## config.mk

```make
export PLATFORM = sky130hd
export DESIGN_NAME = cpu_instruction_subset_exec
export DESIGN_NICKNAME = d
export VERILOG_FILES = /design/src/verilog/exec_pkg.sv /design/src/verilog/shift_unit.sv /design/src/verilog/rmw_unit.sv /design/src/verilog/cpu_instruction_subset_exec.sv
export VERILOG_INCLUDE_DIRS = /design/src /design/src/verilog
export SDC_FILE = /design/constraint.sdc
export NUM_CORES = 2
export LEC_CHECK = 0
export BUFFER_PORTS_ARGS = -buffer_cell sky130_fd_sc_hd__buf_2
export CAP_MARGIN = 20
export CORE_ASPECT_RATIO = 0.7
export CORE_MARGIN = 2
export CORE_UTILIZATION = 25
export CTS_CLUSTER_DIAMETER = 200
export DETAILED_ROUTE_END_ITERATION = 7
export SYNTH_ARGS = -nofsm -noshare
export SYNTH_HDL_FRONTEND = slang
export SYNTH_SLANG_ARGS = --single-unit
```

## constraint.sdc

```tcl
create_clock -name aclk -period 6.5 [get_ports aclk]
set_input_delay 0.65 -clock aclk [delete_from_list [all_inputs] [get_ports aclk]]
set_output_delay 0.65 -clock aclk [all_outputs]
set_load 0.02 [all_outputs]
```

## src/verilog/exec_defs.svh

```systemverilog
/*
 * Offsets, field positions, reset values and windows of the execution block.
 * Assumes inclusion by bare name from the shift unit and the top design module.
 */
`ifndef EXEC_DEFS_SVH
`define EXEC_DEFS_SVH

`define OFF_CMD      8'h00
`define OFF_STATUS   8'h04
`define OFF_ZPTR     8'h08
`define OFF_SP       8'h0C
`define OFF_FLAGS    8'h10
`define OFF_CTRL     8'h14

`define CMD_OP_LSB   0
`define CMD_REG_LSB  5
`define CMD_BIT_LSB  10
`define CMD_IO_LSB   13

`define FLG_C        0
`define FLG_Z        1
`define FLG_N        2
`define FLG_V        3
`define FLG_S        4
`define FLG_H        5
`define FLG_T        6
`define FLG_I        7

`define SP_RST       16'h2FFF
`define FLAGS_RST    8'h00
`define SRAM_LO      16'h2000
`define SRAM_HI      16'h2FFF
`define PM_STEP      16'h0002

`define RESP_OKAY    2'h0
`define RESP_DECERR  2'h3

`endif

```

## src/verilog/exec_pkg.sv

```systemverilog
/*
 * Types of the execution block: operation codes and sequencer states.
 * Assumes the defs header is on the include path.
 */
package exec_pkg;
    typedef enum logic [4:0] {
        op_nop, op_pm_store, op_pm_store_inc, op_port_read, op_port_write,
        op_push, op_pop, op_reg_ram_trade, op_load_or_into_ram,
        op_load_clear_bits_ram, op_load_xor_into_ram, op_shift_left_logical,
        op_shift_right_logical, op_rotate_left_carry, op_rotate_right_carry,
        op_shift_right_arith, op_copy_bit_to_t_flag, op_copy_t_flag_to_bit,
        op_set_io_bit, op_clear_io_bit, op_flag_on, op_flag_off
    } op_e;

    typedef enum logic [2:0] {st_idle, st_wait, st_exec, st_wb, st_pm_wait} state_e;

    function automatic logic is_atomic(input op_e op);
        return op inside {op_reg_ram_trade, op_load_or_into_ram,
                          op_load_clear_bits_ram, op_load_xor_into_ram};
    endfunction

    function automatic logic is_mem_rd(input op_e op);
        return is_atomic(op) || op == op_pop;
    endfunction

    function automatic logic is_shift(input op_e op);
        return op inside {op_shift_left_logical, op_shift_right_logical,
                          op_rotate_left_carry, op_rotate_right_carry, op_shift_right_arith};
    endfunction
endpackage

```

## src/verilog/shift_unit.sv

```systemverilog
/*
 * Shift and rotate datapath with flag update.
 * Assumes the caller uses the outputs only for shift and rotate operations.
 */
`timescale 1ns/1ns
`include "exec_defs.svh"
module shift_unit
    import exec_pkg::*;
(
    input  wire op_e        op,
    input  wire logic [7:0] din,
    input  wire logic [7:0] fin,
    output logic      [7:0] dout,
    output logic      [7:0] fout
);
    logic c;
    logic h;
    logic n;
    logic v;

    always_comb begin
        dout = din;
        c    = fin[`FLG_C];
        h    = fin[`FLG_H];
        case (op)
            op_shift_left_logical: begin
                dout = {din[6:0], 1'b0};
                c    = din[7];
                h    = din[3];
            end
            op_rotate_left_carry: begin
                dout = {din[6:0], fin[`FLG_C]};
                c    = din[7];
                h    = din[3];
            end
            op_shift_right_logical: begin
                dout = {1'b0, din[7:1]};
                c    = din[0];
            end
            op_rotate_right_carry: begin
                dout = {fin[`FLG_C], din[7:1]};
                c    = din[0];
            end
            op_shift_right_arith: begin
                dout = {din[7], din[7:1]};
                c    = din[0];
            end
            default: begin
            end
        endcase
        n             = dout[7];
        v             = n ^ c;
        fout          = fin;
        fout[`FLG_C]  = c;
        fout[`FLG_Z]  = (dout == 8'h00);
        fout[`FLG_N]  = n;
        fout[`FLG_V]  = v;
        fout[`FLG_S]  = n ^ v;
        // Right shifts leave H alone
        fout[`FLG_H]  = h;
    end
endmodule // shift_unit

```

## src/verilog/rmw_unit.sv

```systemverilog
/*
 * Write-back value of the atomic RAM operations.
 * Assumes old register and old RAM byte are both presented in the same cycle.
 */
`timescale 1ns/1ns
module rmw_unit
    import exec_pkg::*;
(
    input  wire op_e        op,
    input  wire logic [7:0] reg_val,
    input  wire logic [7:0] ram_val,
    output logic      [7:0] wr_val
);
    always_comb begin
        case (op)
            op_load_or_into_ram:    wr_val = reg_val | ram_val;
            op_load_clear_bits_ram: wr_val = ~reg_val & ram_val;
            op_load_xor_into_ram:   wr_val = reg_val ^ ram_val;
            default:                wr_val = reg_val;
        endcase
    end
endmodule // rmw_unit

```

## src/verilog/cpu_instruction_subset_exec.sv

```systemverilog
/*
 * Execution unit for a subset of an 8-bit instruction set, issued over AXI4-Lite.
 * Assumes program memory, data SRAM and I/O space on the same clock; data SRAM
 * and I/O answer reads combinationally in the cycle of the request.
 */
// Functional notes
// - Program store writes R1:R0, optional Z plus two
// - Port read and write take one cycle
// - Push one cycle, pop two cycles
// - Exchange swaps register and RAM at Z
// - Load-and-set writes register OR RAM back
// - Load-and-clear writes RAM AND NOT register
// - Load-and-toggle writes register XOR RAM back
// - Rotate left through carry, updates ZCNVH
// - Rotate right through carry, H untouched
// - Arithmetic right shift keeps bit seven
// - Bit to T, T to bit
// - I/O bit set and clear, one cycle
// - Interrupt enable flag set or cleared
// - Overflow flag set or cleared alone
// - Signed flag set or cleared alone
// - Half carry flag set or cleared alone
// - Internal SRAM reads add one cycle
// - External memory reads wait on ready
`timescale 1ns/1ns
`include "exec_defs.svh"
module cpu_instruction_subset_exec
    import exec_pkg::*;
(
    input  wire logic        aclk,
    input  wire logic        aresetn,
    input  wire logic [7:0]  s_axi_awaddr,
    input  wire logic        s_axi_awvalid,
    output logic             s_axi_awready,
    input  wire logic [31:0] s_axi_wdata,
    input  wire logic [3:0]  s_axi_wstrb,
    input  wire logic        s_axi_wvalid,
    output logic             s_axi_wready,
    output logic [1:0]       s_axi_bresp,
    output logic             s_axi_bvalid,
    input  wire logic        s_axi_bready,
    input  wire logic [7:0]  s_axi_araddr,
    input  wire logic        s_axi_arvalid,
    output logic             s_axi_arready,
    output logic [31:0]      s_axi_rdata,
    output logic [1:0]       s_axi_rresp,
    output logic             s_axi_rvalid,
    input  wire logic        s_axi_rready,
    output logic             pm_req,
    output logic [23:0]      pm_addr,
    output logic [15:0]      pm_wdata,
    input  wire logic        pm_done,
    output logic             dm_req,
    output logic             dm_we,
    output logic [15:0]      dm_addr,
    output logic [7:0]       dm_wdata,
    input  wire logic [7:0]  dm_rdata,
    input  wire logic        dm_ready,
    output logic             io_re,
    output logic             io_we,
    output logic [5:0]       io_addr,
    output logic [7:0]       io_wdata,
    output logic [7:0]       io_wmask,
    input  wire logic [7:0]  io_rdata
);
    logic [7:0]  regs [32];
    logic [31:0] cmd_r;
    op_e         op_r;
    logic [4:0]  rd_r;
    logic [2:0]  bit_r;
    logic [15:0] z_r;
    logic [7:0]  zext_r;
    logic [15:0] sp_r;
    logic [7:0]  flags_r;
    logic        wait_en_r;
    state_e      state_r;
    state_e      state_nxt;
    logic [7:0]  tmp_r;
    logic [7:0]  cyc_r;
    logic [7:0]  last_cyc_r;
    logic        aw_got_r;
    logic        w_got_r;
    logic [7:0]  awaddr_r;
    logic [31:0] wdata_r;
    logic [3:0]  wstrb_r;
    logic        bvalid_r;
    logic [1:0]  bresp_r;
    logic        rvalid_r;
    logic [31:0] rdata_r;
    logic [1:0]  rresp_r;
    logic [31:0] wr_old;
    logic [31:0] wr_data;
    logic [31:0] rd_val;
    logic        wr_fire;
    logic        sw_wr;
    logic        accept;
    logic        busy;
    logic        exec_go;
    logic        needs_wait;
    op_e         cmd_op;
    logic [4:0]  cmd_rd;
    logic [2:0]  cmd_bit;
    logic [15:0] mem_addr_n;
    logic [7:0]  sh_dout;
    logic [7:0]  sh_fout;
    logic [7:0]  rmw_val;

    function automatic logic addr_ok(input logic [7:0] a);
        return (a[1:0] == 2'h0) && (a[7] || a <= `OFF_CTRL);
    endfunction

    // One view of every register, shared by reads and by strobe merges
    function automatic logic [31:0] reg_view(input logic [7:0] a);
        if (a[7]) begin
            return {24'h0, regs[a[6:2]]};
        end
        case (a)
            `OFF_CMD:    return cmd_r;
            `OFF_STATUS: return {8'h0, last_cyc_r, flags_r, 5'h0, state_r == st_wait,
                                 state_r == st_pm_wait, busy};
            `OFF_ZPTR:   return {8'h0, zext_r, z_r};
            `OFF_SP:     return {16'h0, sp_r};
            `OFF_FLAGS:  return {24'h0, flags_r};
            `OFF_CTRL:   return {31'h0, wait_en_r};
            default:     return 32'h0;
        endcase
    endfunction

    assign s_axi_awready = !aw_got_r;
    assign s_axi_wready  = !w_got_r;
    assign s_axi_bvalid  = bvalid_r;
    assign s_axi_bresp   = bresp_r;
    assign s_axi_arready = !rvalid_r;
    assign s_axi_rvalid  = rvalid_r;
    assign s_axi_rdata   = rdata_r;
    assign s_axi_rresp   = rresp_r;

    assign wr_fire = aw_got_r && w_got_r && !bvalid_r;
    assign sw_wr   = wr_fire && addr_ok(awaddr_r);
    assign busy    = state_r != st_idle;

    always_comb begin
        wr_old = reg_view(awaddr_r);
        rd_val = reg_view(s_axi_araddr);
        for (int i = 0; i < 4; i++) begin
            wr_data[8*i +: 8] = wstrb_r[i] ? wdata_r[8*i +: 8] : wr_old[8*i +: 8];
        end
    end

    always_ff @(posedge aclk) begin
        if (!aresetn) begin
            aw_got_r <= 1'b0;
            w_got_r  <= 1'b0;
            awaddr_r <= 8'h00;
            wdata_r  <= 32'h0;
            wstrb_r  <= 4'h0;
            bvalid_r <= 1'b0;
            bresp_r  <= `RESP_OKAY;
        end else begin
            if (s_axi_awvalid && !aw_got_r) begin
                aw_got_r <= 1'b1;
                awaddr_r <= s_axi_awaddr;
            end else if (wr_fire) begin
                aw_got_r <= 1'b0;
            end
            if (s_axi_wvalid && !w_got_r) begin
                w_got_r <= 1'b1;
                wdata_r <= s_axi_wdata;
                wstrb_r <= s_axi_wstrb;
            end else if (wr_fire) begin
                w_got_r <= 1'b0;
            end
            if (wr_fire) begin
                bvalid_r <= 1'b1;
                bresp_r  <= addr_ok(awaddr_r) ? `RESP_OKAY : `RESP_DECERR;
            end else if (s_axi_bready) begin
                bvalid_r <= 1'b0;
            end
        end
    end

    always_ff @(posedge aclk) begin
        if (!aresetn) begin
            rvalid_r <= 1'b0;
            rdata_r  <= 32'h0;
            rresp_r  <= `RESP_OKAY;
        end else if (s_axi_arvalid && !rvalid_r) begin
            rvalid_r <= 1'b1;
            rdata_r  <= addr_ok(s_axi_araddr) ? rd_val : 32'h0;
            rresp_r  <= addr_ok(s_axi_araddr) ? `RESP_OKAY : `RESP_DECERR;
        end else if (s_axi_rready) begin
            rvalid_r <= 1'b0;
        end
    end

    // Commands written while busy are dropped; software polls the busy bit
    assign accept  = sw_wr && awaddr_r == `OFF_CMD && !busy;
    assign cmd_op  = op_e'(wr_data[`CMD_OP_LSB +: 5]);
    assign cmd_rd  = wr_data[`CMD_REG_LSB +: 5];
    assign cmd_bit = wr_data[`CMD_BIT_LSB +: 3];
    assign mem_addr_n = (cmd_op == op_pop)  ? sp_r + 16'h1 :
                        (cmd_op == op_push) ? sp_r : z_r;
    assign needs_wait = wait_en_r && is_mem_rd(cmd_op) &&
                        mem_addr_n >= `SRAM_LO && mem_addr_n <= `SRAM_HI;
    // Reads stall while the memory is not ready, covering slow external RAM
    assign exec_go = state_r == st_exec && (!is_mem_rd(op_r) || dm_ready);

    always_comb begin
        state_nxt = state_r;
        case (state_r)
            st_idle: begin
                if (accept) begin
                    if (cmd_op == op_pm_store || cmd_op == op_pm_store_inc) begin
                        state_nxt = st_pm_wait;
                    end else if (needs_wait) begin
                        state_nxt = st_wait;
                    end else begin
                        state_nxt = st_exec;
                    end
                end
            end
            st_wait:    state_nxt = st_exec;
            st_exec: begin
                if (exec_go) begin
                    state_nxt = is_mem_rd(op_r) ? st_wb : st_idle;
                end
            end
            st_pm_wait: begin
                if (pm_done) begin
                    state_nxt = st_idle;
                end
            end
            st_wb:      state_nxt = st_idle;
            default:    state_nxt = st_idle;
        endcase
    end

    always_ff @(posedge aclk) begin
        if (!aresetn) begin
            state_r    <= st_idle;
            cmd_r      <= 32'h0;
            op_r       <= op_nop;
            rd_r       <= 5'h00;
            bit_r      <= 3'h0;
            wait_en_r  <= 1'b0;
            cyc_r      <= 8'h00;
            last_cyc_r <= 8'h00;
        end else begin
            state_r <= state_nxt;
            if (accept) begin
                cmd_r <= wr_data;
                op_r  <= cmd_op;
                rd_r  <= cmd_rd;
                bit_r <= cmd_bit;
            end
            if (sw_wr && awaddr_r == `OFF_CTRL) begin
                wait_en_r <= wr_data[0];
            end
            if (busy && state_nxt == st_idle) begin
                last_cyc_r <= cyc_r + 8'h01;
                cyc_r      <= 8'h00;
            end else if (busy && cyc_r != 8'hFF) begin
                cyc_r <= cyc_r + 8'h01;
            end
        end
    end

    shift_unit u_shift (
        .op   (op_r),
        .din  (regs[rd_r]),
        .fin  (flags_r),
        .dout (sh_dout),
        .fout (sh_fout)
    );

    rmw_unit u_rmw (
        .op      (op_r),
        .reg_val (regs[rd_r]),
        .ram_val (dm_rdata),
        .wr_val  (rmw_val)
    );

    always_ff @(posedge aclk) begin
        if (!aresetn) begin
            for (int i = 0; i < 32; i++) begin
                regs[i] <= 8'h00;
            end
        end else if (exec_go && op_r == op_port_read) begin
            regs[rd_r] <= io_rdata;
        end else if (exec_go && is_shift(op_r)) begin
            regs[rd_r] <= sh_dout;
        end else if (exec_go && op_r == op_copy_t_flag_to_bit) begin
            regs[rd_r][bit_r] <= flags_r[`FLG_T];
        end else if (state_r == st_wb) begin
            regs[rd_r] <= tmp_r;
        end else if (sw_wr && awaddr_r[7]) begin
            regs[awaddr_r[6:2]] <= wr_data[7:0];
        end
    end

    always_ff @(posedge aclk) begin
        if (!aresetn) begin
            flags_r <= `FLAGS_RST;
        end else if (exec_go && is_shift(op_r)) begin
            flags_r <= sh_fout;
        end else if (exec_go && op_r == op_copy_bit_to_t_flag) begin
            flags_r[`FLG_T] <= regs[rd_r][bit_r];
        end else if (exec_go && op_r == op_flag_on) begin
            flags_r[bit_r] <= 1'b1;
        end else if (exec_go && op_r == op_flag_off) begin
            flags_r[bit_r] <= 1'b0;
        end else if (sw_wr && awaddr_r == `OFF_FLAGS) begin
            flags_r <= wr_data[7:0];
        end
    end

    always_ff @(posedge aclk) begin
        if (!aresetn) begin
            sp_r <= `SP_RST;
        end else if (exec_go && op_r == op_push) begin
            sp_r <= sp_r - 16'h1;
        end else if (exec_go && op_r == op_pop) begin
            sp_r <= sp_r + 16'h1;
        end else if (sw_wr && awaddr_r == `OFF_SP) begin
            sp_r <= wr_data[15:0];
        end
    end

    always_ff @(posedge aclk) begin
        if (!aresetn) begin
            z_r    <= 16'h0;
            zext_r <= 8'h00;
        end else if (state_r == st_pm_wait && pm_done && op_r == op_pm_store_inc) begin
            z_r <= z_r + `PM_STEP;
        end else if (sw_wr && awaddr_r == `OFF_ZPTR) begin
            z_r    <= wr_data[15:0];
            zext_r <= wr_data[23:16];
        end
    end

    // Program store request stands until the write logic reports completion
    always_ff @(posedge aclk) begin
        if (!aresetn) begin
            pm_req   <= 1'b0;
            pm_addr  <= 24'h0;
            pm_wdata <= 16'h0;
        end else if (accept && (cmd_op == op_pm_store || cmd_op == op_pm_store_inc)) begin
            pm_req   <= 1'b1;
            pm_addr  <= {zext_r, z_r};
            pm_wdata <= {regs[1], regs[0]};
        end else if (state_r == st_pm_wait && pm_done) begin
            pm_req <= 1'b0;
        end
    end

    always_ff @(posedge aclk) begin
        if (!aresetn) begin
            dm_req   <= 1'b0;
            dm_we    <= 1'b0;
            dm_addr  <= 16'h0;
            dm_wdata <= 8'h00;
            tmp_r    <= 8'h00;
        end else if (accept) begin
            dm_req   <= is_mem_rd(cmd_op) || cmd_op == op_push;
            dm_we    <= cmd_op == op_push;
            dm_addr  <= mem_addr_n;
            dm_wdata <= regs[cmd_rd];
        end else if (exec_go) begin
            // Write-back at the same address keeps the exchange atomic
            dm_req   <= is_atomic(op_r);
            dm_we    <= is_atomic(op_r);
            dm_wdata <= rmw_val;
            tmp_r    <= dm_rdata;
        end else if (state_r == st_wb) begin
            dm_req <= 1'b0;
            dm_we  <= 1'b0;
        end
    end

    // Masked write lets bit set and clear finish without a read cycle
    always_ff @(posedge aclk) begin
        if (!aresetn) begin
            io_re    <= 1'b0;
            io_we    <= 1'b0;
            io_addr  <= 6'h00;
            io_wdata <= 8'h00;
            io_wmask <= 8'h00;
        end else if (accept) begin
            io_addr  <= wr_data[`CMD_IO_LSB +: 6];
            io_re    <= cmd_op == op_port_read;
            io_we    <= cmd_op inside {op_port_write, op_set_io_bit, op_clear_io_bit};
            io_wdata <= (cmd_op == op_port_write) ? regs[cmd_rd] :
                        (cmd_op == op_set_io_bit) ? 8'hFF : 8'h00;
            io_wmask <= (cmd_op == op_port_write) ? 8'hFF : 8'h01 << cmd_bit;
        end else if (exec_go) begin
            io_re <= 1'b0;
            io_we <= 1'b0;
        end
    end
endmodule // cpu_instruction_subset_exec

```

==> reports/metrics.csv <==
metric,value,unit
GP Congestion,0.988,
Hold Buf Count CTS,0,
Slew Limit Headroom,22.7,%
core box area,139000,um2
"Data arrival, critical path",6090,ps
xor-xnor portion of the synthesized cell area,0.476,%
Final Critical Period,5600,ps
drt wl/cell,26.8,um
Leak,12.9,nW
met3 Usage GRT,9.23,%
Syn Nets,3887,
antenna-violating nets left,0,
final hold vios,0,
total negative slack,0,ps
DP HPWL,107,mm
"EDFF count, synth",256,
number of global-route vias before repair,30500,
dpl cells,5585,
most area-consuming cells after synthesis,"edfxtp_1, dfxtp_1, mux4_2, nand2_1, nor2_1",
DR vias,33600,
CTS Sinks,541,
Main synth FF type,dfxtp_1,
Max Freq,179,MHz
min-delay worst type,in -> reg,
DP Area,37800,um2
final setup skew,59.9,ps
Root Buffer,clkbuf_16,
"Max stage delay cell, worst path",dfxtp_4,
clk slew on worst S/H paths,80,ps
stages on the worst setup path,10,
area grow syn2layout,13.5,%
vias per cell,5.90,
Final Cycle Share,86.1,%
CTS tree,built,
Worst EP required,6990,ps
cells after synthesis,3790,
Synth Warn #,0,
Setup-failing EPs final,0,
kind of critical path,reg -> reg,
Netlist cell types,99,
Remaining DRCs,0,
gr usage total,20.4,%
DRT iter0 DRCs,5939,
crit path launch type,register,
RR Endpoint,dm_wdata[4],
drt pass-1 iters,7,
CP top delay family,compound AO/OA/AOI/OAI gates,
grt met2 use,26.9,%
post-synth top area cell,edfxtp_1,
CTS buffer count,53,
# fillers,14500,
cell area after synthesis,35000,um2
area share of and/or/nand/nor cells after synthesis,15.8,%
clock tree buffer depth,3,
Critical Path Max Stage Delay,840,ps
die area,143000,um2
Layout Cells excl Fill,5690,
register bit total from synthesis,541,
Post-CTS Setup Repair Bufs,0,
first-pass GRT wire length,218,mm
mux cell area share after synthesis,20.3,%
measured slew at the worst slew-check pin,1160,ps
Synth Area in Compound Gates,18.9,%
Adder-Cell Fraction of Synth Area,0.716,%
top cell type's share of synthesized area,22.0,%
GR peak layer,met1,
Power Total,8.40,mW
CP Capture Point,dm_wdata[4],
RSZ-0062 raised after global routing,false,
crit path max fanout,39,
"Seq/Total Area, Yosys",38.3,%
post-layout util,28.7,%
port bufs,208,
endpoint class of the critical path,register,
initial core utilization,25.3,%
IO Pins,209,
pin count of the biggest net entering global routing,151,
status,finished clean,
max-cap violations,0,
Reg2Reg Setup Slack,900,ps
# nets final,3885,
H-tree levels,2,
M1 GR Usage,29.6,%
worst skew pair latency,680,ps
layout cells sized above 1,20.1,%
VDD IR-drop max,0.000202,V
Resized Gates After CTS,0,
WP buf/inv,1,
initial antenna violation count,5,
largest family of logic cells by synthesized area,multiplexers,
final hold slack,214,ps
Cell Pwr Density,212,nW/um2
worst path cell trace,buf_4 > mux2i_1 > a22oi_1 > a21oi_1 > o41ai_2 > and2_2 > nand3_1 > o22a_1 > o211ai_1 > a221oi_1,
die width,451,um
Max Slew Vio Count,0,
overall die height,317,um
pre-CTS setup slack,1260,ps
R2R cell count,10,
syn avg cell area,9.23,um2
Final WS setup,904,ps
total gr overflow,0,
# rows,114,
Async SR Flop Fraction,0,%
"Design Area, Final",39700,um2
WL final,153,mm
## how the worst min path moves through the flow
stage / from / end / cells after the start
final: s_axi_rready / s_axi_rvalid / 2
after global routing: s_axi_rready / s_axi_rvalid / 2
after CTS: s_axi_rready / s_axi_rvalid / 2
after detailed placement: dm_addr[9] / dm_addr[9] / 2
after global placement: dm_addr[9] / dm_addr[9] / 2
after floorplan: wdata_r[2] / wdata_r[2] / 2
## metal layers
layer / routed length, um / share of wire [%]
met1: 63500 / 42
met2: 58600 / 38
met3: 25900 / 17
met4: 4510 / 3.0
met5: 46 / 0.030
## worst reg2reg max path: stages (launching register included)
cell	delay, ps
dfxtp_4	840
buf_4	560
mux2i_1	320
a22oi_1	270
a21oi_1	180
o41ai_2	430
and2_2	760
nand3_1	790
o22a_1	540
o211ai_1	490
a221oi_1	210
## flip-flops by register name, indices dropped and copies added (netlist names), 16 cells and up, named ones only
register / count
cmd_r: 32
dm_addr: 16
pm_addr: 24
pm_wdata: 16
regs: 256
s_axi_rdata: 32
sp_r: 16
wdata_r: 32
z_r: 16
## final cells by class
| type | instances | area [um2] | area share, % |
|---|---|---|---|
| diodes | 1 | 2.50 | 0.00631 |
| clock buffers | 72 | 1590 | 4.01 |
| clock inverters | 28 | 272 | 0.684 |
| inverters | 48 | 188 | 0.473 |
| multi-input cells | 2802 | 19800 | 49.9 |
| flip-flops and latches | 541 | 13400 | 33.8 |
| well taps | 1856 | 2320 | 5.85 |
| repair buffers | 342 | 2090 | 5.27 |
## kinds of logic after synthesis
group,count (synthesis)
muxes,434
DFF,541
adders and majority gates,20
and+or+nand+nor,1289
xor gates and xnor gates,19
buffers and inverters,447
AOI/OAI and AO/OA,1040
## layout by cell type (no fill, tap or decap), types with 14 or more instances in the layout
cell type and count:
o221ai_1 17, o211ai_1 30, o21ai_0 324, a22oi_1 76, buf_2 206, nand2b_1 23
ha_1 20, nand4_1 26, mux2i_1 168, nor2b_1 20, edfxtp_1 256, a31oi_1 22
nor3_1 34, inv_1 45, a222oi_1 20, a211oi_1 46, mux4_2 215, and3_1 16
nand3_1 51, a221oi_1 45, a221o_1 19, nor2_1 497, dfxtp_1 280, clkbuf_16 57
o21a_1 14, nor4_1 21, a21oi_1 257, buf_4 131, o21ai_1 19, mux2_2 49
o22ai_1 28, nand2_1 507
## report_power, final
part           switching, mW  leakage, nW  total, mW  internal (mW)
Combinational          0.780         7.02       1.21          0.434
Clock                   1.55        0.901       3.40           1.85
Sequential             0.144         4.95       3.79           3.64
## synthesized netlist by cell type, types with 8 or more instances
cell and instances:
a2111oi_0 8, a211oi_1 46, a21oi_1 265, a221o_1 19
a221oi_1 45, a222oi_1 20, a22oi_1 76, a31oi_1 22
a32oi_1 12, and2_1 14, and3_1 18, buf_1 32
buf_2 53, buf_4 18, buf_6 9, clkbuf_1 284
dfxtp_1 285, edfxtp_1 256, ha_1 20, inv_1 45
mux2_2 49, mux2i_1 168, mux4_2 215, nand2_1 509
nand2b_1 23, nand3_1 52, nand4_1 26, nor2_1 502
nor2b_1 21, nor3_1 37, nor3b_1 10, nor4_1 23
o211ai_1 30, o21a_1 14, o21ai_0 324, o21ai_1 19
o221ai_1 17, o22ai_1 28, o31ai_1 10, o41ai_1 8
or2_2 9, or3_1 8, xnor2_1 10, xor2_1 9
(Power assumes the default switching activity.)
